<file path="config.mk">
export PLATFORM = sky130hd
export DESIGN_NAME = bts_store_ctrl
export DESIGN_NICKNAME = d
export VERILOG_FILES = /design/src/hw/bts_pkg.sv /design/src/hw/bts_store_ctrl.sv
export SDC_FILE = /design/constraint.sdc
export NUM_CORES = 1
export LEC_CHECK = 0
export ABC_AREA = 1
export BUFFER_PORTS_ARGS = -buffer_cell sky130_fd_sc_hd__buf_2
export CAP_MARGIN = 20
export CORE_UTILIZATION = 40
export DETAILED_ROUTE_END_ITERATION = 8
export PLACE_DENSITY = 0.64
export SLEW_MARGIN = 20
export SYNTH_ARGS = -nofsm -noshare
export SYNTH_HDL_FRONTEND = slang
export SYNTH_SLANG_ARGS = --single-unit
</file>
<file path="constraint.sdc">
create_clock -name clock -period 8.4 [get_ports clock]
set_input_delay 0.84 -clock clock [delete_from_list [all_inputs] [get_ports clock]]
set_output_delay 0.84 -clock clock [all_outputs]
set_load 0.01 [all_outputs]
</file>
<file path="src/hw/bts_pkg.sv">
// constants for the branch store control block: register map, field positions,
// reset values, management area layout and the controller state codes.
// assumes a 32-bit apb register bus and word-sized branch records.
package bts_pkg;
    // register byte offsets
    localparam logic [7:0]  CTRL_OFS       = 8'h00;
    localparam logic [7:0]  STATUS_OFS     = 8'h04;
    localparam logic [7:0]  LVT_OFS        = 8'h08;
    localparam logic [7:0]  AREA_PTR_OFS   = 8'h0C;
    localparam logic [7:0]  BUF_BASE_OFS   = 8'h10;
    localparam logic [7:0]  INDEX_OFS      = 8'h14;
    localparam logic [7:0]  ABS_MAX_OFS    = 8'h18;
    localparam logic [7:0]  THRESH_OFS     = 8'h1C;
    // control register bits
    localparam int          ON_BIT         = 0;
    localparam int          SEL_BIT        = 1;
    localparam int          IRQEN_BIT      = 2;
    localparam int          SKIPK_BIT      = 3;
    localparam int          SKIPU_BIT      = 4;
    localparam int          CTRL_W         = 5;
    // status bits, sticky, write one to clear
    localparam int          ST_TRACE       = 0;
    localparam int          ST_PREC        = 1;
    localparam int          ST_CNTOVF      = 2;
    localparam int          ST_W           = 3;
    // local vector entry mask bit
    localparam int          MASK_BIT       = 0;
    // privilege filter present in this build
    localparam logic        PRIV_FILTER    = 1'b1;
    localparam logic [1:0]  PRIV_KERNEL    = 2'h0;
    // management area word offsets from the area pointer
    localparam logic [31:0] AREA_BASE_OFS  = 32'h0;
    localparam logic [31:0] AREA_IDX_OFS   = 32'h4;
    localparam logic [31:0] AREA_MAX_OFS   = 32'h8;
    localparam logic [31:0] AREA_THR_OFS   = 32'hC;
    localparam logic [1:0]  FETCH_LAST     = 2'h3;
    // one record is one word
    localparam logic [31:0] RECORD_SIZE    = 32'h4;
    localparam logic [31:0] WORD_ZERO      = 32'h0;
    // controller states
    typedef enum logic [1:0] {
        S_IDLE  = 2'b00,
        S_FETCH = 2'b01,
        S_WRITE = 2'b10
    } bts_state_t;
endpackage

</file>
<file path="src/hw/bts_store_ctrl.sv">
// branch record router: sends records to the bus monitor port or stores them
// in a memory trace buffer described by a management area, with one shared irq.
// assumes records, memory answers and overflow events come from logic on clock.
//////////////////////////////////////////////////////////////////////////////
//
// Decided for this implementation: the register offsets and the APB register port.

module bts_store_ctrl (
    input  logic        clock,
    input  logic        rstn,
    input  logic        clockEn,
    // apb slave
    input  logic        psel,
    input  logic        penable,
    input  logic        pwrite,
    input  logic [7:0]  paddr,
    input  logic [31:0] pwdata,
    output logic [31:0] prdata,
    output logic        pready,
    output logic        pslverr,
    // branch records from the core
    input  logic        recValid,
    input  logic [31:0] recData,
    input  logic [1:0]  recPriv,
    output logic        recReady,
    // branch message to the system bus
    output logic        busMsgValid,
    output logic [31:0] busMsgData,
    // memory port for the management area and the trace buffer
    output logic        memReq,
    output logic        memWrite,
    output logic [31:0] memAddr,
    output logic [31:0] memWdata,
    input  logic        memAck,
    input  logic [31:0] memRdata,
    // other interrupt sources
    input  logic [31:0] precIndex,
    input  logic [31:0] precThresh,
    input  logic        counterOverflow,
    output logic        perfIrq
);
    logic [bts_pkg::CTRL_W-1:0] ctrl_reg;
    logic [bts_pkg::ST_W-1:0]   status_reg;
    logic [bts_pkg::ST_W-1:0]   statusSet;
    logic [31:0]                areaPtr_reg, base_reg, index_reg, absMax_reg, thresh_reg, index_next;
    logic [31:0]                prdata_reg, busMsgData_reg, memAddr_reg, memWdata_reg;
    logic                       lvtMask_reg, fieldsValid_reg, pready_reg, pslverr_reg, recReady_reg;
    logic                       busMsgValid_reg, memReq_reg, memWrite_reg, perfIrq_reg;
    logic [1:0]                 fetchCnt_reg;
    bts_pkg::bts_state_t        state_reg;
    bts_pkg::bts_state_t        state_next;
    logic                       apbWr, mapped, msgOn, storeMode, privOk, bothSkip, bufFull;
    logic                       acceptRec, sendBus, sendStore, storeDone, fetchDone, wrIndex;

    //////////////////////////////////////////////////////////////////////////
    // apb decode: no wait state, answer registered

    always_comb begin
        mapped = (paddr[1:0] == 2'b00) && (paddr <= bts_pkg::THRESH_OFS);
        apbWr  = clockEn && psel && penable && pready_reg && pwrite && mapped;
        wrIndex = apbWr && (paddr == bts_pkg::INDEX_OFS);
    end

    // setup cycle loads read data, access cycle completes
    always_ff @(posedge clock or negedge rstn) begin
        if (!rstn) begin
            pready_reg  <= 1'b0;
            pslverr_reg <= 1'b0;
            prdata_reg  <= bts_pkg::WORD_ZERO;
        end else if (clockEn) begin
            if (psel && !penable && !pready_reg) begin
                pready_reg  <= 1'b1;
                pslverr_reg <= !mapped;
                unique case (paddr)
                    bts_pkg::CTRL_OFS:     prdata_reg <= 32'(ctrl_reg);
                    bts_pkg::STATUS_OFS:   prdata_reg <= 32'(status_reg);
                    bts_pkg::LVT_OFS:      prdata_reg <= 32'(lvtMask_reg);
                    bts_pkg::AREA_PTR_OFS: prdata_reg <= areaPtr_reg;
                    bts_pkg::BUF_BASE_OFS: prdata_reg <= base_reg;
                    bts_pkg::INDEX_OFS:    prdata_reg <= index_reg;
                    bts_pkg::ABS_MAX_OFS:  prdata_reg <= absMax_reg;
                    bts_pkg::THRESH_OFS:   prdata_reg <= thresh_reg;
                    default:               prdata_reg <= bts_pkg::WORD_ZERO;
                endcase
            end else begin
                pready_reg  <= 1'b0;
                pslverr_reg <= 1'b0;
            end
        end
    end

    // control flags written by software
    always_ff @(posedge clock or negedge rstn) begin
        if (!rstn) begin
            ctrl_reg    <= '0;
            areaPtr_reg <= bts_pkg::WORD_ZERO;
        end else if (apbWr) begin
            if (paddr == bts_pkg::CTRL_OFS)
                ctrl_reg <= pwdata[bts_pkg::CTRL_W-1:0];
            if (paddr == bts_pkg::AREA_PTR_OFS)
                areaPtr_reg <= pwdata;
        end
    end

    //////////////////////////////////////////////////////////////////////////
    // record routing

    always_comb begin
        msgOn     = ctrl_reg[bts_pkg::ON_BIT];
        storeMode = msgOn && ctrl_reg[bts_pkg::SEL_BIT];
        bothSkip  = bts_pkg::PRIV_FILTER && ctrl_reg[bts_pkg::SKIPK_BIT] && ctrl_reg[bts_pkg::SKIPU_BIT];
        privOk    = !bts_pkg::PRIV_FILTER
                    || !((ctrl_reg[bts_pkg::SKIPK_BIT] && recPriv == bts_pkg::PRIV_KERNEL)
                    || (ctrl_reg[bts_pkg::SKIPU_BIT] && recPriv != bts_pkg::PRIV_KERNEL));
        // full non-circular buffer drops records, stays enabled
        bufFull   = ctrl_reg[bts_pkg::IRQEN_BIT] && (index_reg >= absMax_reg);
        acceptRec = clockEn && recValid && recReady_reg;
        // nothing leaves while messages are off
        // both skip bits: message generated, not stored
        sendBus   = acceptRec && msgOn && (!ctrl_reg[bts_pkg::SEL_BIT] || bothSkip);
        // store path excludes the bus path
        sendStore = acceptRec && storeMode && !bothSkip && privOk && fieldsValid_reg && !bufFull;
        storeDone = clockEn && (state_reg == bts_pkg::S_WRITE) && memAck;
        fetchDone = clockEn && (state_reg == bts_pkg::S_FETCH) && memAck && (fetchCnt_reg == bts_pkg::FETCH_LAST);
    end

    // bus message when select is clear or both skip bits are set
    always_ff @(posedge clock or negedge rstn) begin
        if (!rstn) begin
            busMsgValid_reg <= 1'b0;
            busMsgData_reg  <= bts_pkg::WORD_ZERO;
        end else if (clockEn) begin
            busMsgValid_reg <= sendBus;
            if (sendBus)
                busMsgData_reg <= recData;
        end
    end

    //////////////////////////////////////////////////////////////////////////
    // controller: fetch the management area, then write records

    always_comb begin
        state_next = state_reg;
        unique case (state_reg)
            bts_pkg::S_IDLE: begin
                // fields come from the area pointer
                if (storeMode && !fieldsValid_reg)
                    state_next = bts_pkg::S_FETCH;
                else if (sendStore)
                    state_next = bts_pkg::S_WRITE;
            end
            bts_pkg::S_FETCH: begin
                if (fetchDone)
                    state_next = bts_pkg::S_IDLE;
            end
            bts_pkg::S_WRITE: begin
                if (storeDone)
                    state_next = bts_pkg::S_IDLE;
            end
            default: state_next = bts_pkg::S_IDLE;
        endcase
    end

    // state, memory request and record stall
    always_ff @(posedge clock or negedge rstn) begin
        if (!rstn) begin
            state_reg    <= bts_pkg::S_IDLE;
            fetchCnt_reg <= 2'h0;
            memReq_reg   <= 1'b0;
            memWrite_reg <= 1'b0;
            memAddr_reg  <= bts_pkg::WORD_ZERO;
            memWdata_reg <= bts_pkg::WORD_ZERO;
            recReady_reg <= 1'b0;
        end else if (clockEn) begin
            state_reg    <= state_next;
            recReady_reg <= (state_next == bts_pkg::S_IDLE) && !(storeMode && !fieldsValid_reg);
            if (state_reg == bts_pkg::S_IDLE && state_next == bts_pkg::S_FETCH) begin
                fetchCnt_reg <= 2'h0;
                memReq_reg   <= 1'b1;
                memWrite_reg <= 1'b0;
                memAddr_reg  <= areaPtr_reg + bts_pkg::AREA_BASE_OFS;
            end else if (state_reg == bts_pkg::S_IDLE && state_next == bts_pkg::S_WRITE) begin
                // record written at the current index
                memReq_reg   <= 1'b1;
                memWrite_reg <= 1'b1;
                memAddr_reg  <= index_reg;
                memWdata_reg <= recData;
            end else if (state_reg == bts_pkg::S_FETCH && memAck && !fetchDone) begin
                fetchCnt_reg <= fetchCnt_reg + 2'h1;
                memAddr_reg  <= memAddr_reg + bts_pkg::RECORD_SIZE;
            end else if (memAck) begin
                memReq_reg   <= 1'b0;
                memWrite_reg <= 1'b0;
            end
        end
    end

    //////////////////////////////////////////////////////////////////////////
    // management fields

    always_comb begin
        index_next = index_reg + bts_pkg::RECORD_SIZE;
        // circular buffer when irq enable is clear
        // wrap back to base at the maximum
        if (!ctrl_reg[bts_pkg::IRQEN_BIT] && index_next >= absMax_reg)
            index_next = base_reg;
    end

    always_ff @(posedge clock or negedge rstn) begin
        if (!rstn) begin
            base_reg        <= bts_pkg::WORD_ZERO;
            index_reg       <= bts_pkg::WORD_ZERO;
            absMax_reg      <= bts_pkg::WORD_ZERO;
            thresh_reg      <= bts_pkg::WORD_ZERO;
            fieldsValid_reg <= 1'b0;
        end else if (clockEn) begin
            if (state_reg == bts_pkg::S_FETCH && memAck) begin
                unique case (fetchCnt_reg)
                    2'h0:    base_reg   <= memRdata;
                    2'h1:    index_reg  <= memRdata;
                    2'h2:    absMax_reg <= memRdata;
                    default: thresh_reg <= memRdata;
                endcase
            end
            if (fetchDone)
                fieldsValid_reg <= 1'b1;
            else if (apbWr && paddr == bts_pkg::AREA_PTR_OFS)
                fieldsValid_reg <= 1'b0;
            // software index reset wins over a store
            if (wrIndex)
                index_reg <= pwdata;
            else if (storeDone)
                index_reg <= index_next;
            if (apbWr && paddr == bts_pkg::BUF_BASE_OFS)
                base_reg <= pwdata;
            if (apbWr && paddr == bts_pkg::ABS_MAX_OFS)
                absMax_reg <= pwdata;
            if (apbWr && paddr == bts_pkg::THRESH_OFS)
                thresh_reg <= pwdata;
        end
    end

    //////////////////////////////////////////////////////////////////////////
    // shared interrupt

    always_comb begin
        statusSet = '0;
        // near full only with irq enable
        statusSet[bts_pkg::ST_TRACE]  = storeDone && ctrl_reg[bts_pkg::IRQEN_BIT] && (index_next >= thresh_reg);
        statusSet[bts_pkg::ST_PREC]   = precIndex >= precThresh;
        statusSet[bts_pkg::ST_CNTOVF] = counterOverflow;
    end

    // sticky flags, set wins over a software clear
    always_ff @(posedge clock or negedge rstn) begin
        if (!rstn)
            status_reg <= '0;
        else if (clockEn) begin
            if (apbWr && paddr == bts_pkg::STATUS_OFS)
                status_reg <= (status_reg & ~pwdata[bts_pkg::ST_W-1:0]) | statusSet;
            else
                status_reg <= status_reg | statusSet;
        end
    end

    // delivery sets the mask, software clears it
    always_ff @(posedge clock or negedge rstn) begin
        if (!rstn) begin
            perfIrq_reg <= 1'b0;
            lvtMask_reg <= 1'b0;
        end else if (clockEn) begin
            perfIrq_reg <= (|status_reg) && !lvtMask_reg;
            if ((|status_reg) && !lvtMask_reg)
                lvtMask_reg <= 1'b1;
            else if (apbWr && paddr == bts_pkg::LVT_OFS)
                lvtMask_reg <= pwdata[bts_pkg::MASK_BIT];
        end
    end

    // outputs straight from flops
    assign prdata      = prdata_reg;
    assign pready      = pready_reg;
    assign pslverr     = pslverr_reg;
    assign recReady    = recReady_reg;
    assign busMsgValid = busMsgValid_reg;
    assign busMsgData  = busMsgData_reg;
    assign memReq      = memReq_reg;
    assign memWrite    = memWrite_reg;
    assign memAddr     = memAddr_reg;
    assign memWdata    = memWdata_reg;
    assign perfIrq     = perfIrq_reg;

    //////////////////////////////////////////////////////////////////////////
    // checks

    msgOff_a: assert property (@(posedge clock) disable iff (!rstn)
        acceptRec && !msgOn |=> !busMsgValid && !memReq)
        else $error("message produced while messages off");
    busRoute_a: assert property (@(posedge clock) disable iff (!rstn)
        acceptRec && msgOn && !ctrl_reg[bts_pkg::SEL_BIT] |=> busMsgValid && busMsgData == $past(recData))
        else $error("bus message missing");
    storeRoute_a: assert property (@(posedge clock) disable iff (!rstn)
        sendStore && state_reg == bts_pkg::S_IDLE |=> memReq && memWrite && memAddr == $past(index_reg))
        else $error("record not written at index");
    oneDest_a: assert property (@(posedge clock) disable iff (!rstn)
        busMsgValid |-> !$rose(memWrite))
        else $error("message sent to both destinations");
    nearFull_a: assert property (@(posedge clock) disable iff (!rstn)
        storeDone && ctrl_reg[bts_pkg::IRQEN_BIT] && index_next >= thresh_reg |=> status_reg[bts_pkg::ST_TRACE])
        else $error("threshold not flagged");
    circWrap_a: assert property (@(posedge clock) disable iff (!rstn)
        storeDone && !wrIndex && !ctrl_reg[bts_pkg::IRQEN_BIT] && index_reg + bts_pkg::RECORD_SIZE >= absMax_reg
        |=> index_reg == $past(base_reg))
        else $error("circular index did not wrap");
    idxStep_a: assert property (@(posedge clock) disable iff (!rstn)
        storeDone && !wrIndex && index_reg + bts_pkg::RECORD_SIZE < absMax_reg
        |=> index_reg == $past(index_reg) + bts_pkg::RECORD_SIZE)
        else $error("index not advanced by one record");
    kernSkip_a: assert property (@(posedge clock) disable iff (!rstn)
        acceptRec && ctrl_reg[bts_pkg::SKIPK_BIT] && recPriv == bts_pkg::PRIV_KERNEL |=> !memWrite)
        else $error("kernel record stored");
    userSkip_a: assert property (@(posedge clock) disable iff (!rstn)
        acceptRec && ctrl_reg[bts_pkg::SKIPU_BIT] && recPriv != bts_pkg::PRIV_KERNEL |=> !memWrite)
        else $error("user record stored");
    bothSkip_a: assert property (@(posedge clock) disable iff (!rstn)
        acceptRec && storeMode && bothSkip |=> busMsgValid && !memWrite)
        else $error("both skip bits mishandled");
    irqMask_a: assert property (@(posedge clock) disable iff (!rstn)
        perfIrq && clockEn |-> lvtMask_reg ##1 !perfIrq)
        else $error("interrupt not masked after delivery");

    storeCov_c: cover property (@(posedge clock) disable iff (!rstn) storeDone);
    wrapCov_c: cover property (@(posedge clock) disable iff (!rstn)
        storeDone && !ctrl_reg[bts_pkg::IRQEN_BIT] && index_next == base_reg);
    irqCov_c: cover property (@(posedge clock) disable iff (!rstn) perfIrq);
    busCov_c: cover property (@(posedge clock) disable iff (!rstn) busMsgValid);
endmodule

</file>
; ---- Word level (Yosys, flattened, before mapping)
; Index checks and enable logic that the tools add are counted.
[word_totals]
register_bits = 309
in_bits = 179
output_inout_bits = 135
word_cells = 183
[op_classes]
addsub = 3
magnitude_cmp = 5
eq_ne = 17
mux = 38
bitwise_logic = 5
n_reduce_logical = 93
[op_table]
columns = op, count
row1 = $mux W32, 17
row2 = $pmux W32 S8, 1
row3 = $ge A32 B32 Y1, 4
row4 = $add A32 B3 Y32 const B, 2
row5 = $logic_and A1 B1 Y1, 44
row6 = $eq A8 B5 Y1 const B, 4
row7 = $reduce_and A3 Y1, 7
row8 = $reduce_bool A2 Y1, 9
row9 = $eq A8 B4 Y1 const B, 2
row10 = $mux W2, 7
row11 = $reduce_and A2 Y1, 7
row12 = $logic_not A1 Y1, 12
row13 = $reduce_bool A3 Y1, 4
row14 = $mux W1, 11
row15 = $logic_not A2 Y1, 5
row16 = $eq A2 B2 Y1 const B, 4
row17 = $eq A8 B3 Y1 const B, 1
row18 = $le A8 B5 Y1 const B, 1
row19 = $logic_not A8 Y1, 1
row20 = $eq A2 B1 Y1 const B, 3
row21 = $or A3 B3 Y3, 2
row22 = $pmux W2 S3, 1
row23 = $reduce_or A3 Y1, 2
row24 = $and A3 B3 Y3, 1
row25 = 8 further kinds, 9

; ---- Logic depth before layout (Yosys ltp)
[logic_depth]
ltp_word = 14
mapped_depth = 32
depth_no_buf = 31

; ---- Worst setup path after synthesis
; OpenSTA, ideal clock, no wires.
[synth_path]
path_type = register to register
from = register index_reg[12]
to = register status_reg[0] (netlist name)
setup_time_ns = 0.065
arrival_ns = 4.023
required_ns = 8.335
setup_slack_ns = 4.312
stages_incl_launch_ff = 28
n_path_buf = 1
period_less_slack_ns = 4.088
path_cell_list = dfrtp_1 -> nand2_1 -> nor3_1 -> nand2_1 -> nor2_1 -> nand2_1 -> nor2_1 -> xor2_1 -> inv_1 -> ha_1 -> nand2_1 -> nor2_1 -> nand2_1 -> nor4_1 -> nand2_1 -> nand3_1 -> nand2_1 -> buf_2 -> nand2_1 -> nand2_1 -> ha_1 -> nand2_1 -> nor4_1 -> nor4b_1 -> nand4_1 -> nand3_1 -> nand3_1 -> nand2_1
[synth_between]
elab_chain_cells = 8
elab_cells_between_ends = 9
cone_classes = add/sub: 1 / order compare: 2 / mux: 2 / bitwise: 2 / reduce/logical: 2
[synth_lines]
columns = element, line
row1 = start: declaration, bts_store_ctrl.sv:45  ; logic [31:0] areaPtr_reg, base_reg, index_reg, absMax_reg, thresh_reg, index_next;
row2 = start signal: assignment, bts_store_ctrl.sv:212  ; index_reg <= bts_pkg::WORD_ZERO;
row3 = start signal: assignment, bts_store_ctrl.sv:220  ; 2'h1: index_reg <= memRdata;
row4 = start signal: assignment, bts_store_ctrl.sv:231  ; index_reg <= pwdata;
row5 = $add A32 B3 Y32 (*), bts_store_ctrl.sv:202  ; index_next = index_reg + bts_pkg::RECORD_SIZE;
row6 = $ge A32 B32 Y1, bts_store_ctrl.sv:205  ; if (!ctrl_reg[bts_pkg::IRQEN_BIT] && index_next >= absMax_reg)
row7 = $logic_and A1 B1 Y1, bts_store_ctrl.sv:205
row8 = $mux W32 (*), bts_store_ctrl.sv:205
row9 = $ge A32 B32 Y1 (*), bts_store_ctrl.sv:249  ; statusSet[bts_pkg::ST_TRACE] = storeDone && ctrl_reg[bts_pkg::IRQEN_BIT] && (index_next >= thresh_reg);
row10 = $logic_and A1 B1 Y1 (*), bts_store_ctrl.sv:249
row11 = "$or A3 B3 Y3, on equally long branches", "bts_store_ctrl.sv:262, bts_store_ctrl.sv:260"
row12 = $mux W3 (*), bts_store_ctrl.sv:259  ; if (apbWr && paddr == bts_pkg::STATUS_OFS)
row13 = end signal: assignment, bts_store_ctrl.sv:260  ; status_reg <= (status_reg & ~pwdata[bts_pkg::ST_W-1:0]) | statusSet;
row14 = end signal: assignment, bts_store_ctrl.sv:262  ; status_reg <= status_reg | statusSet;
row15 = end: declaration, bts_store_ctrl.sv:43  ; logic [bts_pkg::ST_W-1:0] status_reg;
; Every way passes the cells marked *; elsewhere a longest branch is shown, timed or not.
; A chain may end at the register's enable or synchronous reset.

; ---- Worst setup path after layout
[layout_path]
from = register index_reg[2]
to = register status_reg[0] (netlist name)
; The elaborated chain is that of the path after synthesis.

==> impl_results.md <==
* Status: complete, no violations
* Required @ worst endpoint at 8900 ps
* IO Pins at 314
* Worst Path Arrival at 7170 ps
* Max VDD drop at 0.180 mV
* Sink Count at 309
* Combinational Power Share at 0.449
* Yosys warns at 0
* DRC viols at 0
* Share of the yosys chip area belonging to registers at 0.388
* Grt total ovfl at 0
* Starting Density at 0.406
* Initial DRC count at 2113
* Switching share of power at 0.441
* Cell Rows at 81
* Most frequent cell after synthesis: nand2_1
* Clock share of power at 0.244
* Pwr/cell area at approximately 310 nW/um^2
* Post-synth top cells: 674 x nand2_1, 359 x inv_1, 309 x dfrtp_1
* Tcrit/Tclk final at 0.794
* # Max-Cap Violations at 0
* Synth cell types at 48
* Mux share of post-synthesis cell area at 0
* CTS tree: built
* Internal at 4.02 mW
* Worst-path clk slew at 60 ps
* Clock tree buffer depth at 3
* Cell mode on critical path: nand2_1
* Routed wire per std cell at a little over 20 um
* Synth Area in Simple Gates at 0.229
* Syn avg cell area at 7.35 um^2
* Postcts setup bufs at 0
* Post-synth EDFFs at 0
* Post_cts resized at 0
* Max Clock Freq at about 0.15 GHz
* Core box area at a little under 50000 um^2
* Vias after detailed routing at 20288
* First-pass GRT wire length at 116000 um
* Die W at about 230 um
* Final worst slack at 1730 ps
* Setup crit end kind: flip-flop
* Worst path slowest cell: nor4_1
* Clk_lat worst skew at 570 ps
* CTS Buf Count at 38
* Final Hold Fails at 0
* Number of global-route vias before repair at 19919
* Sequential share of power at 0.307
* Area delta synth->final at 17.1%
* H-tree levels at 2
* Post-layout instance area at 23300 um^2
* Leak Pwr at 12.3 nW
* Worst-margin pin slew at 1150 ps
* Initial antenna violation count at 3
* PortBufs at roughly 310
* Reg-to-Reg Start: index_reg[2]
* RSZ-0062 raised after global routing: no
* Cell taking the most area after synthesis: dfrtp_1
* Compound-Gate Fraction of Synth Area at 0.180
* Largest net degree at the start of global routing at ~160
* First-pass DRT Iterations at 6
* Startpoint types: flip-flop
* Share of cells above drive strength 1 at 0.144
* Worst hold path class: primary input to async pin
* Synth Area in Adders at 0.0835
* Rel. slew slack at 0.229
* Worst Setup SP: index_reg[2]
* Routed Antenna Nets at 0
* WHS at 254 ps
* Die area at 50700 um^2
* Largest family of logic cells by synthesized area: simple AND/OR/NAND/NOR gates
* Crit-path max FO at 20
* Buffers & Inverters on Critical Path at 1
* Nets at 3270
* Final Max Slew Viols at 0
* GR Util All Layers at 0.298
* Final clock skew at 16.3 ps
* CP top delay family: simple AND/OR/NAND/NOR gates
* Root Driver: clkbuf_16
* Routability Congestion at 0.955
* Slowest stage delay, CP at 980 ps
* Final core utilization at 0.476
* Area contributors post-synth: dfrtp_1 39%, nand2_1 13%, ha_1 8.4%, inv_1 6.8%, o21ai_0 6.3%
* #FFs+latches synth at 309
* P_sw at 3.18 mW
* Minimum clock period at between 6000 and 7000 ps
* Post-synth top area share at 0.388
* Ys async rst share at 1.00
* Synth Cell Area at 19900 um^2
* Cells after synthesis at 2712
* XOR/XNOR share of the synthesized area at 0.0220
* Final HPWL DP at 53100 um
* Final setup fails at 0
* Setup TNS at 0 ps
* Hold_buf cts at 0
* Aggregate routed wire length at 75300 um
* Top FF cell, synth: dfrtp_1
* Via/cell ratio at 5.56
* Die height at 225 um
* Crit Path Category: flip-flop to flip-flop
* Dpl ws at ~2000 ps
* Syn Nets at 3024
* # fillers at between 5000 and 6000
* Post-placement cell area at 22000 um^2
## final timing paths
check | endpoint | slack (ps) | cells past startpoint
worst min register to register | busMsgData[3] | 470 | 2
worst max-delay path | status_reg[0] | 1730 | 25
worst max register to register | status_reg[0] | 1730 | 25
min in group clock | busMsgData[3] | 470 | 2
worst min-delay path | prdata[11] | 250 | 1
max in group asynchronous | index_reg[30] | 6670 | 2
## layer usage
metal,track usage,share of wire,vias up
li1,-,-,9488
met1,0.403,0.43,9719
met2,0.475,0.45,908
met3,0.0515,0.082,173
met4,0.117,0.040,0
met5,0,0,-
## cell usage in the layout, fill, tap and decap left out, types with 38 or more instances in the layout
master     count
xor2_1        42
o211ai_1      80
nor3_1        39
ha_1         133
a21oi_1      170
inv_1        358
clkbuf_16     38
nand3_1      176
o21ai_0      250
nand2_1      670
dfrtp_1      309
buf_2        312
o22ai_1       59
nor2_1       154
## through the flow
stage / total power [mW] / std cells
6_report: 7.20 / 3651
5_1_grt: 7.74 / 3649
4_1_cts: 7.17 / 3648
3_5_place_dp: 5.37 / 3582
3_3_place_gp: 5.30 / 3581
2_1_floorplan: 4.30 / 2712
## cells by family after synthesis
logic type	count (synthesis)
AOI/OAI and AO/OA	625
buffers and inverters	494
adders and majority gates	133
xor gates and xnor gates	50
and+or+nand+nor	1101
DFF	309
## worst register-to-register path, delay by kind of cell, from the launching register on
family | cells | cell delay [ps]
AND/OR/NAND/NOR | 20 | 5000
adder cells (fa/ha/maj) | 3 | 850
flip-flops | 1 | 500
XOR/XNOR | 1 | 170
buffers and inverters | 1 | 80
## cell type report
| cell class | count | area [um^2] | area share |
|---|---|---|---|
| inverter | 365 | 1370 | 0.0587 |
| clock buffer | 47 | 1050 | 0.0452 |
| clock inverter | 19 | 250 | 0.0107 |
| timing repair buffer | 335 | 1770 | 0.0757 |
| multi-input combinational | 1909 | 10300 | 0.442 |
| antenna | 3 | 7.51 | 0.000322 |
| sequential | 309 | 7730 | 0.331 |
| tap | 664 | 831 | 0.0356 |
## power by group through the flow
stage | Clock (mW) | Combinational (mW) | Sequential, mW
after global placement | 0 | 3.09 | 2.20
after detailed placement | 0 | 3.15 | 2.22
final | 1.76 | 3.23 | 2.21
after CTS | 1.79 | 3.18 | 2.20
after global routing | 1.84 | 3.65 | 2.25
after floorplan | 0 | 2.17 | 2.13
No activity file was read; power rests on OpenSTA's default activity.
